`src/verilog/hsd_pkg.sv`:
```
// constants for the hall signal processing chain: register map, field
// positions, reset values, timing and the low-pass coefficient table.
// assumes a 100 MHz pclk and a 32-bit apb register bus.
package hsd_pkg;
	// ****************************************************************
	// timing
	// ****************************************************************
	localparam int unsigned CLK_HZ          = 100_000_000;
	localparam int unsigned FILT_RATE_HZ    = 16_000;
	localparam int unsigned TICK_CYCLES_DEF = CLK_HZ / FILT_RATE_HZ;
	localparam int unsigned DIV_W           = 13;
	// ****************************************************************
	// register byte addresses
	// ****************************************************************
	localparam logic [7:0] ADDR_GAIN   = 8'h00;
	localparam logic [7:0] ADDR_OFFS   = 8'h04;
	localparam logic [7:0] ADDR_FILT   = 8'h08;
	localparam logic [7:0] ADDR_RANGE  = 8'h0c;
	localparam logic [7:0] ADDR_LIMIT  = 8'h10;
	localparam logic [7:0] ADDR_TC1    = 8'h14;
	localparam logic [7:0] ADDR_TC2    = 8'h18;
	localparam logic [7:0] ADDR_TREF   = 8'h1c;
	localparam logic [7:0] ADDR_STATUS = 8'h20;
	// ****************************************************************
	// field positions and reset values
	// ****************************************************************
	localparam int unsigned DYN_BIT      = 4;
	localparam int unsigned HI_LSB       = 8;
	localparam int unsigned STAT_RNG_LSB = 16;
	localparam logic [14:0] GAIN_RST   = 15'h5000;
	localparam logic [14:0] OFFS_RST   = 15'h4000;
	localparam logic [2:0]  FILT_RST   = 3'h3;
	localparam logic [1:0]  RANGE_RST  = 2'h1;
	localparam logic [5:0]  LO_RST     = 6'h00;
	localparam logic [5:0]  HI_RST     = 6'h3f;
	localparam logic [8:0]  TL_RST     = 9'h0a0;
	localparam logic [7:0]  TQ_RST     = 8'h80;
	localparam logic [7:0]  TREF_RST   = 8'h00;
	// ****************************************************************
	// arithmetic constants
	// ****************************************************************
	localparam logic signed [15:0] CODE_MID  = 16'sh4000;
	localparam logic signed [9:0]  TL_MID    = 10'sh0a0;
	localparam logic signed [8:0]  TQ_MID    = 9'sh080;
	localparam logic signed [27:0] S_ONE     = 28'sh0800000;
	localparam int unsigned        S_FRAC    = 23;
	localparam int unsigned        LIN_SHIFT = 7;
	localparam int unsigned        G_FRAC    = 12;
	localparam int unsigned        A_FRAC    = 16;
	localparam logic [2:0]  FILT_OFF   = 3'h7;
	localparam logic [1:0]  RANGE_LOW  = 2'h3;
	localparam logic [1:0]  RANGE_MID  = 2'h1;
	localparam logic [1:0]  RANGE_NONE = 2'h2;
	localparam logic [5:0]  LO_OFF     = 6'h00;
	localparam logic [5:0]  HI_OFF     = 6'h3f;
	localparam int unsigned LIM_SHIFT  = 10;
	localparam logic [15:0] OUT_MAX    = 16'hffff;
	localparam int unsigned FIFO_DEPTH = 16;

	// smoothing weight per filter code, fraction of 2^16 per 16 kHz step
	function automatic logic [16:0] lp_alpha(input logic [2:0] code);
		case (code)
			3'h0: lp_alpha = 17'h0080b;
			3'h1: lp_alpha = 17'h01821;
			3'h2: lp_alpha = 17'h02c3c;
			3'h3: lp_alpha = 17'h04057;
			3'h4: lp_alpha = 17'h05675;
			3'h5: lp_alpha = 17'h06e96;
			3'h6: lp_alpha = 17'h08bbd;
			default: lp_alpha = 17'h10000;
		endcase
	endfunction : lp_alpha
endpackage : hsd_pkg

```
`src/verilog/hsd_chain.sv`:
```
// hall field processing chain: filter, gain with temperature factor,
// offset, 16-bit limiter, clamping, then an output fifo to the protocol
// stage. assumes one 100 MHz clock and inputs synchronous to it.
//
// How it works
// - range codes 3,1,0 pick low, mid, high
// - range code 2 behaves as code 1
// - dynamic mode takes range from master input
// - every range stays symmetric about zero field
// - order: filter, multiply, offset, 16-bit limit
// - temp factor: linear plus quadratic, times gain
// - gain equals (code minus 16384) over 4096
// - offset equals code minus 16384
// - filter codes 0..6 select seven cutoffs
// - filter code 7 bypasses the filter
// - filter keeps unity gain at dc
// - filtered samples update at 16 kHz
// - low clamp is code times 1024
// - high clamp is (code+1) times 1024 minus 1
// - output limited to active clamp values
// - high clamp wins over low clamp
//
// The placing of the registers and the APB slave port were chosen for this implementation.
`timescale 1ns/1ps

// ********************************************************************
// output fifo
// ********************************************************************
module hsd_fifo #(
	parameter int unsigned WIDTH = 16,
	parameter int unsigned DEPTH = 16
) (
	input  wire logic             pclk,
	input  wire logic             presetn,
	input  wire logic             in_valid,
	output logic                  in_ready,
	input  wire logic [WIDTH-1:0] in_data,
	output logic                  out_valid,
	input  wire logic             out_ready,
	output logic [WIDTH-1:0]      out_data
);
	localparam int unsigned PW = $clog2(DEPTH);
	localparam int unsigned CW = PW + 1;

	typedef struct packed {
		logic [DEPTH-1:0][WIDTH-1:0] mem;   // storage words
		logic [PW-1:0]               wptr;  // next write slot
		logic [PW-1:0]               rptr;  // oldest word
		logic [CW-1:0]               count; // words held
		logic                        full;  // no room left
		logic                        avail; // at least one word
		logic [WIDTH-1:0]            head;  // copy of the oldest word
	} hsd_fifo_type;

	hsd_fifo_type st_r;
	hsd_fifo_type st_nxt;

	// flags are registered so both handshakes leave from flip-flops
	always_comb begin
		logic push;
		logic pop;
		push = in_valid & ~st_r.full;
		pop = st_r.avail & out_ready;
		st_nxt = st_r;
		if (push) begin
			st_nxt.mem[st_r.wptr] = in_data;
			st_nxt.wptr = PW'(st_r.wptr + 1'b1);
		end
		if (pop) begin
			st_nxt.rptr = PW'(st_r.rptr + 1'b1);
		end
		st_nxt.head = st_nxt.mem[st_nxt.rptr]; // output word leaves a flop
		st_nxt.count = CW'(st_r.count + CW'(push) - CW'(pop));
		st_nxt.full = (st_nxt.count == CW'(DEPTH));
		st_nxt.avail = (st_nxt.count != '0);
	end

	// state register
	always_ff @(posedge pclk or negedge presetn) begin
		if (!presetn) begin
			st_r <= '0;
		end else begin
			st_r <= st_nxt;
		end
	end

	assign in_ready = ~st_r.full;
	assign out_valid = st_r.avail;
	assign out_data = st_r.head;
endmodule : hsd_fifo

// ********************************************************************
// processing chain with apb registers
// ********************************************************************
module hsd_chain #(
	parameter int unsigned TICK_CYCLES = hsd_pkg::TICK_CYCLES_DEF
) (
	input  wire logic        pclk,
	input  wire logic        presetn,
	input  wire logic        psel,
	input  wire logic        penable,
	input  wire logic        pwrite,
	input  wire logic [7:0]  paddr,
	input  wire logic [31:0] pwdata,
	output logic [31:0]      prdata,
	output logic             pready,
	output logic             pslverr,
	input  wire logic [15:0] field_sample,
	input  wire logic        field_valid,
	input  wire logic [7:0]  temp_sample,
	input  wire logic [1:0]  dyn_range_code,
	output logic [1:0]       range_select,
	output logic             out_valid,
	input  wire logic        out_ready,
	output logic [15:0]      out_data
);
	typedef struct packed {
		logic [14:0] gain;      // gain_code
		logic [14:0] offs;      // offset_code
		logic [2:0]  lp;        // filter_bandwidth_select
		logic [1:0]  range;     // field_range_select
		logic        dyn;       // dynamic range mode
		logic [5:0]  lo;        // lower_limit_code
		logic [5:0]  hi;        // upper_limit_code
		logic [8:0]  tl;        // linear_temp_coeff
		logic [7:0]  tq;        // quadratic_temp_coeff
		logic [7:0]  t0;        // reference_temperature
		logic [hsd_pkg::DIV_W-1:0] div; // rate divider
		logic [15:0] x_hold;    // newest converter sample
		logic [31:0] filt;      // filter state, 16 fraction bits
		logic        s1_v;      // stage 1: filtered sample
		logic [15:0] s1_x;
		logic [27:0] s1_s;      // temperature factor
		logic        s2_v;      // stage 2: combined factor
		logic [15:0] s2_x;
		logic [23:0] s2_g;
		logic        s3_v;      // stage 3: limited, clamped word
		logic [15:0] s3_d;
		logic [15:0] last;      // last word handed to the fifo
		logic [1:0]  rsel;      // converter range in use
		logic [31:0] prdata;
		logic        pready;
		logic        pslverr;
	} hsd_state_type;

	hsd_state_type st_r;
	hsd_state_type st_nxt;
	logic          fifo_in_ready;

	// limiter: negative to zero, beyond 16 bits to all ones
	function automatic logic [15:0] sat16(input logic signed [28:0] v);
		if (v < 0) begin
			sat16 = '0;
		end else if (v > $signed({13'h0, hsd_pkg::OUT_MAX})) begin
			sat16 = hsd_pkg::OUT_MAX;
		end else begin
			sat16 = v[15:0];
		end
	endfunction : sat16

	// ****************************************************************
	// next-state logic
	// ****************************************************************
	always_comb begin
		logic               adv;
		logic               tick;
		logic        [1:0]  eff;
		logic signed [32:0] diff;
		logic signed [50:0] fprod;
		logic signed [32:0] nf;
		logic signed [8:0]  dt;
		logic signed [9:0]  c1;
		logic signed [8:0]  c2;
		logic signed [18:0] lin;
		logic signed [17:0] sq;
		logic signed [26:0] quad;
		logic signed [27:0] sfac;
		logic signed [15:0] gs;
		logic signed [43:0] gprod;
		logic signed [39:0] xprod;
		logic signed [28:0] sum;
		logic        [15:0] lim;
		logic        [15:0] lo_v;
		logic        [15:0] hi_v;
		logic               setup;
		logic               acc;
		logic        [31:0] rd;
		logic               err;
		adv = '0;
		tick = '0;
		eff = '0;
		diff = '0;
		fprod = '0;
		nf = '0;
		dt = '0;
		c1 = '0;
		c2 = '0;
		lin = '0;
		sq = '0;
		quad = '0;
		sfac = '0;
		gs = '0;
		gprod = '0;
		xprod = '0;
		sum = '0;
		lim = '0;
		lo_v = '0;
		hi_v = '0;
		rd = '0;
		err = '0;
		st_nxt = st_r;
		// converter range, stored or supplied by the master
		eff = st_r.dyn ? dyn_range_code : st_r.range;
		// the span only scales; the converter stays centred on zero
		// field for every code
		if (eff == hsd_pkg::RANGE_NONE) begin
			eff = hsd_pkg::RANGE_MID;
		end
		st_nxt.rsel = eff;

		// newest converter sample is held until the next filter step
		if (field_valid) begin
			st_nxt.x_hold = field_sample;
		end

		// pipeline moves unless the last stage waits on a full fifo;
		// a tick lost to back-pressure drops that filter step
		adv = ~st_r.s3_v | fifo_in_ready;

		// 16 kHz step enable
		if (st_r.div == hsd_pkg::DIV_W'(TICK_CYCLES - 1)) begin
			st_nxt.div = '0;
			tick = 1'b1;
		end else begin
			st_nxt.div = hsd_pkg::DIV_W'(st_r.div + 1'b1);
		end

		// ------ stage 1: low-pass filter and temperature factor ------
		// first-order smoother y += a*(x-y); the floor shift leaves a rising y a fraction of an LSB below x
		diff = $signed({st_r.x_hold[15], st_r.x_hold, 16'h0})
			- $signed({st_r.filt[31], st_r.filt});
		fprod = diff * $signed({1'b0, hsd_pkg::lp_alpha(st_r.lp)});
		nf = $signed({st_r.filt[31], st_r.filt})
			+ 33'(fprod >>> hsd_pkg::A_FRAC);
		if (st_r.lp == hsd_pkg::FILT_OFF) begin
			nf = $signed({st_r.x_hold[15], st_r.x_hold, 16'h0});
		end
		// temperature minus reference, then linear and square paths
		dt = $signed({temp_sample[7], temp_sample})
			- $signed({st_r.t0[7], st_r.t0});
		c1 = $signed({1'b0, st_r.tl}) - hsd_pkg::TL_MID;
		c2 = $signed({1'b0, st_r.tq}) - hsd_pkg::TQ_MID;
		lin = c1 * dt;
		sq = dt * dt;
		quad = c2 * sq;
		sfac = hsd_pkg::S_ONE
			+ (28'(lin) <<< hsd_pkg::LIN_SHIFT) + 28'(quad);
		if (adv) begin
			st_nxt.s1_v = '0;
			if (tick) begin
				st_nxt.filt = nf[31:0];
				st_nxt.s1_x = nf[31:16];
				st_nxt.s1_s = sfac;
				st_nxt.s1_v = 1'b1;
			end
		end

		// ------ stage 2: factor times signed gain ------
		gs = $signed({1'b0, st_r.gain}) - hsd_pkg::CODE_MID;
		gprod = gs * $signed(st_r.s1_s);
		if (adv) begin
			st_nxt.s2_v = st_r.s1_v;
			st_nxt.s2_x = st_r.s1_x;
			st_nxt.s2_g = 24'(gprod >>> hsd_pkg::S_FRAC);
		end

		// ------ stage 3: multiply, offset, limit, clamp ------
		xprod = $signed(st_r.s2_x) * $signed(st_r.s2_g);
		sum = 29'(xprod >>> hsd_pkg::G_FRAC)
			+ 29'($signed({1'b0, st_r.offs}) - hsd_pkg::CODE_MID);
		lim = sat16(sum);
		lo_v = 16'({st_r.lo, 10'h0});
		hi_v = 16'({st_r.hi, 10'h3ff});
		// low first, high last, so a crossed pair leaves the high
		// value standing whatever the field
		if (st_r.lo != hsd_pkg::LO_OFF && lim < lo_v) begin
			lim = lo_v;
		end
		if (st_r.hi != hsd_pkg::HI_OFF && lim > hi_v) begin
			lim = hi_v;
		end
		if (st_r.s3_v && fifo_in_ready) begin
			st_nxt.last = st_r.s3_d;
		end
		if (adv) begin
			st_nxt.s3_v = st_r.s2_v;
			st_nxt.s3_d = lim;
		end

		// ------ apb slave: decode in setup, finish in access ------
		setup = psel & ~penable;
		acc = psel & penable & st_r.pready;
		if (paddr == hsd_pkg::ADDR_GAIN) begin
			rd = {17'h0, st_r.gain};
		end else if (paddr == hsd_pkg::ADDR_OFFS) begin
			rd = {17'h0, st_r.offs};
		end else if (paddr == hsd_pkg::ADDR_FILT) begin
			rd = {29'h0, st_r.lp};
		end else if (paddr == hsd_pkg::ADDR_RANGE) begin
			rd = {27'h0, st_r.dyn, 2'h0, st_r.range};
		end else if (paddr == hsd_pkg::ADDR_LIMIT) begin
			rd = {18'h0, st_r.hi, 2'h0, st_r.lo};
		end else if (paddr == hsd_pkg::ADDR_TC1) begin
			rd = {23'h0, st_r.tl};
		end else if (paddr == hsd_pkg::ADDR_TC2) begin
			rd = {24'h0, st_r.tq};
		end else if (paddr == hsd_pkg::ADDR_TREF) begin
			rd = {24'h0, st_r.t0};
		end else if (paddr == hsd_pkg::ADDR_STATUS) begin
			rd = {14'h0, st_r.rsel, st_r.last};
		end else begin
			err = 1'b1; // unmapped: error, reads zero
		end
		if (setup) begin
			st_nxt.pready = 1'b1;
			st_nxt.pslverr = err;
			st_nxt.prdata = pwrite ? '0 : rd;
		end else begin
			st_nxt.pready = '0;
			st_nxt.pslverr = '0;
		end
		// writes land on the completing edge only
		if (acc && pwrite && !st_r.pslverr) begin
			if (paddr == hsd_pkg::ADDR_GAIN) begin
				st_nxt.gain = pwdata[14:0];
			end else if (paddr == hsd_pkg::ADDR_OFFS) begin
				st_nxt.offs = pwdata[14:0];
			end else if (paddr == hsd_pkg::ADDR_FILT) begin
				st_nxt.lp = pwdata[2:0];
			end else if (paddr == hsd_pkg::ADDR_RANGE) begin
				st_nxt.range = pwdata[1:0];
				st_nxt.dyn = pwdata[hsd_pkg::DYN_BIT];
			end else if (paddr == hsd_pkg::ADDR_LIMIT) begin
				st_nxt.lo = pwdata[5:0];
				st_nxt.hi = pwdata[hsd_pkg::HI_LSB +: 6];
			end else if (paddr == hsd_pkg::ADDR_TC1) begin
				st_nxt.tl = pwdata[8:0];
			end else if (paddr == hsd_pkg::ADDR_TC2) begin
				st_nxt.tq = pwdata[7:0];
			end else if (paddr == hsd_pkg::ADDR_TREF) begin
				st_nxt.t0 = pwdata[7:0];
			end
		end
	end

	// ****************************************************************
	// state register
	// ****************************************************************
	always_ff @(posedge pclk or negedge presetn) begin
		if (!presetn) begin
			st_r <= '0;
			st_r.gain <= hsd_pkg::GAIN_RST;
			st_r.offs <= hsd_pkg::OFFS_RST;
			st_r.lp <= hsd_pkg::FILT_RST;
			st_r.range <= hsd_pkg::RANGE_RST;
			st_r.lo <= hsd_pkg::LO_RST;
			st_r.hi <= hsd_pkg::HI_RST;
			st_r.tl <= hsd_pkg::TL_RST;
			st_r.tq <= hsd_pkg::TQ_RST;
			st_r.t0 <= hsd_pkg::TREF_RST;
			st_r.rsel <= hsd_pkg::RANGE_RST;
		end else begin
			st_r <= st_nxt;
		end
	end

	// ****************************************************************
	// output fifo towards the protocol stage
	// ****************************************************************
	hsd_fifo #(
		.WIDTH (16),
		.DEPTH (hsd_pkg::FIFO_DEPTH)
	) u_fifo (
		.pclk      (pclk),
		.presetn   (presetn),
		.in_valid  (st_r.s3_v),
		.in_ready  (fifo_in_ready),
		.in_data   (st_r.s3_d),
		.out_valid (out_valid),
		.out_ready (out_ready),
		.out_data  (out_data)
	);

	assign prdata = st_r.prdata;
	assign pready = st_r.pready;
	assign pslverr = st_r.pslverr;
	assign range_select = st_r.rsel;
endmodule : hsd_chain

```
`config.mk`:
```
export PLATFORM = sky130hd
export DESIGN_NAME = hsd_chain
export DESIGN_NICKNAME = d
export VERILOG_FILES = /design/src/verilog/hsd_pkg.sv /design/src/verilog/hsd_chain.sv
export SDC_FILE = /design/constraint.sdc
export NUM_CORES = 2
export LEC_CHECK = 0
export CAP_MARGIN = 15
export CORE_ASPECT_RATIO = 1.25
export CORE_MARGIN = 2
export CORE_UTILIZATION = 25
export DETAILED_ROUTE_END_ITERATION = 16
export DONT_BUFFER_PORTS = 1
export SYNTH_ARGS = -nofsm -noshare
export SYNTH_HDL_FRONTEND = slang
export SYNTH_SLANG_ARGS = --single-unit
```
`constraint.sdc`:
```
create_clock -name pclk -period 25.8 [get_ports pclk]
set_input_delay 5.16 -clock pclk [delete_from_list [all_inputs] [get_ports pclk]]
set_output_delay 5.16 -clock pclk [all_outputs]
set_load 0.05 [all_outputs]
```
==> metrics.yaml <==
status:
  status: "complete, but fails checks"
  violations: "max-slew violations"
worst_hold_path:
  whs_path_depth: 1
  hold_class: "register to register"
setup_path:
  worst_path_most_repeated_cell: "fa_1"
  cp_slowest_cell: "xnor2_1"
  worstSetupEndpointType: "register"
  r2r_cells: 53
  crit_type: "input pin to register"
  arrival_ns: 18.56
  path_buf_inv: 7
  cpLargestDelayFamily: "adder cells"
  path_max_fanout: 21
  required_ns: 26.34
  cp-start-kind: "input pin"
  path_depth: 48
  max_stage_delay_ns: 0.74
clock_network:
  cts_tree: "built"
  cts-htree-levels: 2
  clk_latency_ns: 0.69
  holdBufCountCts: 0
  cts_sinks: 543
  cts_buffers: 52
  clk_path_buf_depth: 3
  clockRootBuffer: "clkbuf_16"
  cts_resized: 0
  post_cts_buffers: 0
  cts.clk_slew.worst_paths_ns: 0.07
finish:
  instances_no_fill: 12820
  area_growth_pct: 8.15
  drive_gt1_share_pct: 9.10
  final_nets: 10543
sta:
  setup_tns_ns: 0
  worst_slew_pin_slew_ns: 2.53
  relSlewSlack_pct: -68.7
  fin_crit_sh_pct: 69.8
  grt_setup_unrepaired: "no"
  drv_slew: 383
  skew_ns: 0.0323
  hold_violations: 0
  setup-violations-final: 0
  clock.fmax_mhz: 55.5
  fin_crit_ns: 18.01
global_route:
  antenna_found_initial: 2
  grt.total_usage_pct: 13.0
  grt-ovfl-total: 0
  grt_pass1_vias: 62112
  grt_max_degree: 544
  grt_pass1_wl_um: 348000
power_and_ir_drop:
  leakage_nw: 42.3
  ir_drop_uv: 161
  seq_power_share_pct: 16.1
  p_clk_share_pct: 14.7
  swShare_pct: 48.8
  p_sw_w: 0.00285
  p_comb_share_pct: 69.2
  power_density_nw_per_um2: 64.6
  cell_internal_pwr_w: 0.00299
logic_synthesis:
  synthDistinctLibCells: 94
  synthTopCellsByCount: "inv_1 (1725), fa_1 (1569), nand2_1 (1062), ha_1 (547), dfrtp_1 (527)"
  yosysSeqAreaShare_pct: 16.3
  synth_flop_cell: "dfrtp_1"
  yosys.cell_count.top_type: "inv_1"
  syn_inst: 8556
  ys_ff_latch: 543
  async_flop_share_pct: 100
  synth_edf_count: 0
  yosysWarnings: 0
  yosys.area.top_type_share_pct: 37.6
  ys_top_cells_by_area: "fa_1 (38%), dfrtp_1 (16%), ha_1 (8.2%)"
  syn_area_um2: 83500
  yosysTopAreaCell: "fa_1"
  syn_area_per_cell_um2: 9.76
routing:
  vias: 57031
  antenna_left: 0
  wl_met2_um: 115000
  drt-total-wl_um: 217000
  drt-met1-wl_um: 81900
  wl_per_cell_um: 16.9
  drt_iter0_markers: 3211
  viasPerCell: 4.45
  dr.pass1.iters: 5
  route.met3.wl_um: 6700
  dr.max_layer_used: "met5"
  drc_errors: 0
flow_run:
  cap_violations: 0
floorplanning:
  core_um2: 333000
  die_w_um: 521
  die_h_um: 650
  start_util_pct: 25.1
  die-area_um2: 339000
  num_rows: 237
  io_pins: 126
place:
  dp_cells: 12721
  portBuffers: 0
  dp_hpwl_um: 169000
  place.gp.congestion: 0.889
==> power groups by stage <==
stage | logic [W] | registers, W | clock network, W
6_report | 0.00404 | 0.000941 | 0.000855
3_3_place_gp | 0.00409 | 0.000958 | 0
3_5_place_dp | 0.00410 | 0.000958 | 0
2_1_floorplan | 0.00310 | 0.000908 | 0
5_1_grt | 0.00458 | 0.000944 | 0.000908
4_1_cts | 0.00413 | 0.000941 | 0.000882
==> path summary, 6_finish.rpt <==
kind                                      from  slack (ns)              end
worst max-delay path            temp_sample[0]        7.79        st_r[136]
worst min-delay path                 st_r[109]        0.47         st_r[68]
worst max register to register        st_r[97]       11.75         st_r[67]
worst min register to register       st_r[109]        0.47         st_r[68]
max in group asynchronous              presetn       19.63        st_r[190]
min in group asynchronous              presetn        4.19  u_fifo.st_r[25]
==> cell type report <==
| type | instances | area (um2) |
|---|---|---|
| Fill cell | 35164 | 243000 |
| Multi-Input combinational cell | 5901 | 61900 |
| Sequential cell | 543 | 13600 |
| Inverter | 1734 | 6510 |
| Tap cell | 4421 | 5530 |
| Clock buffer | 72 | 1460 |
| Timing Repair Buffer | 122 | 916 |
| Clock inverter | 26 | 397 |
| Antenna cell | 1 | 2.50 |
==> flip-flops by register name (all words and copies together) (netlist names) <==
signal / flops
u_fifo.st_r: 270
st_r: 234
prdata: 18
u_fifo.out_data: 16
range_select: 2
pready: 1
pslverr: 1
u_fifo.out_valid: 1
==> stage by stage <==
| step | utilization, % | area [um2] | power [W] | hold slack, ns | setup WS [ns] |
|---|---|---|---|---|---|
| floorplan | - | 83600 | 0.00401 | 0.430 | 9.00 |
| detailed placement | 26.6 | 88500 | 0.00506 | 0.457 | 7.03 |
| finish | 27.1 | 90300 | 0.00584 | 0.470 | 7.79 |
| CTS | 27.1 | 90300 | 0.00595 | 0.474 | 7.74 |
| global route | 27.1 | 90300 | 0.00643 | 0.491 | 6.70 |
| global placement | 26.6 | 88500 | 0.00505 | 0.450 | 7.12 |
==> layer usage <==
metal | GRT usage, % | vias to the layer above
met1 | 14.6 | 29719
met4 | 6.76 | 2
met3 | 0.889 | 444
met2 | 24.2 | 1192
met5 | 0 | -
li1 | - | 25674
==> cell usage in the layout, fill, tap and decap left out, types with 55 or more instances in the layout <==
master,n
nor2b_1,60
inv_1,1725
nand2_1,1060
mux2_2,344
a21oi_1,176
xor2_1,101
ha_1,547
or2_2,64
o21ai_0,155
and2_1,369
mux4_2,64
fa_1,1569
a21o_1,78
dfrtp_1,521
xnor2_1,192
nor2_1,486
nor3_1,55
nand2b_1,82
buf_4,122
==> cell families (layout without fill, tap and decap cells) <==
kind of cell,count (synthesis),count (layout),synth area share (%)
AO/OA/AOI/OAI,688,688,5.38
XOR/XNOR,297,297,3.13
adder cells (fa/ha/maj),2116,2116,45.8
buffers and inverters,2125,1954,9.80
flip-flops,543,543,16.3
multiplexers,438,438,6.72
other,1,15,0.00449
AND/OR/NAND/NOR,2348,2348,12.9
Power figures use the tool's default switching activity.
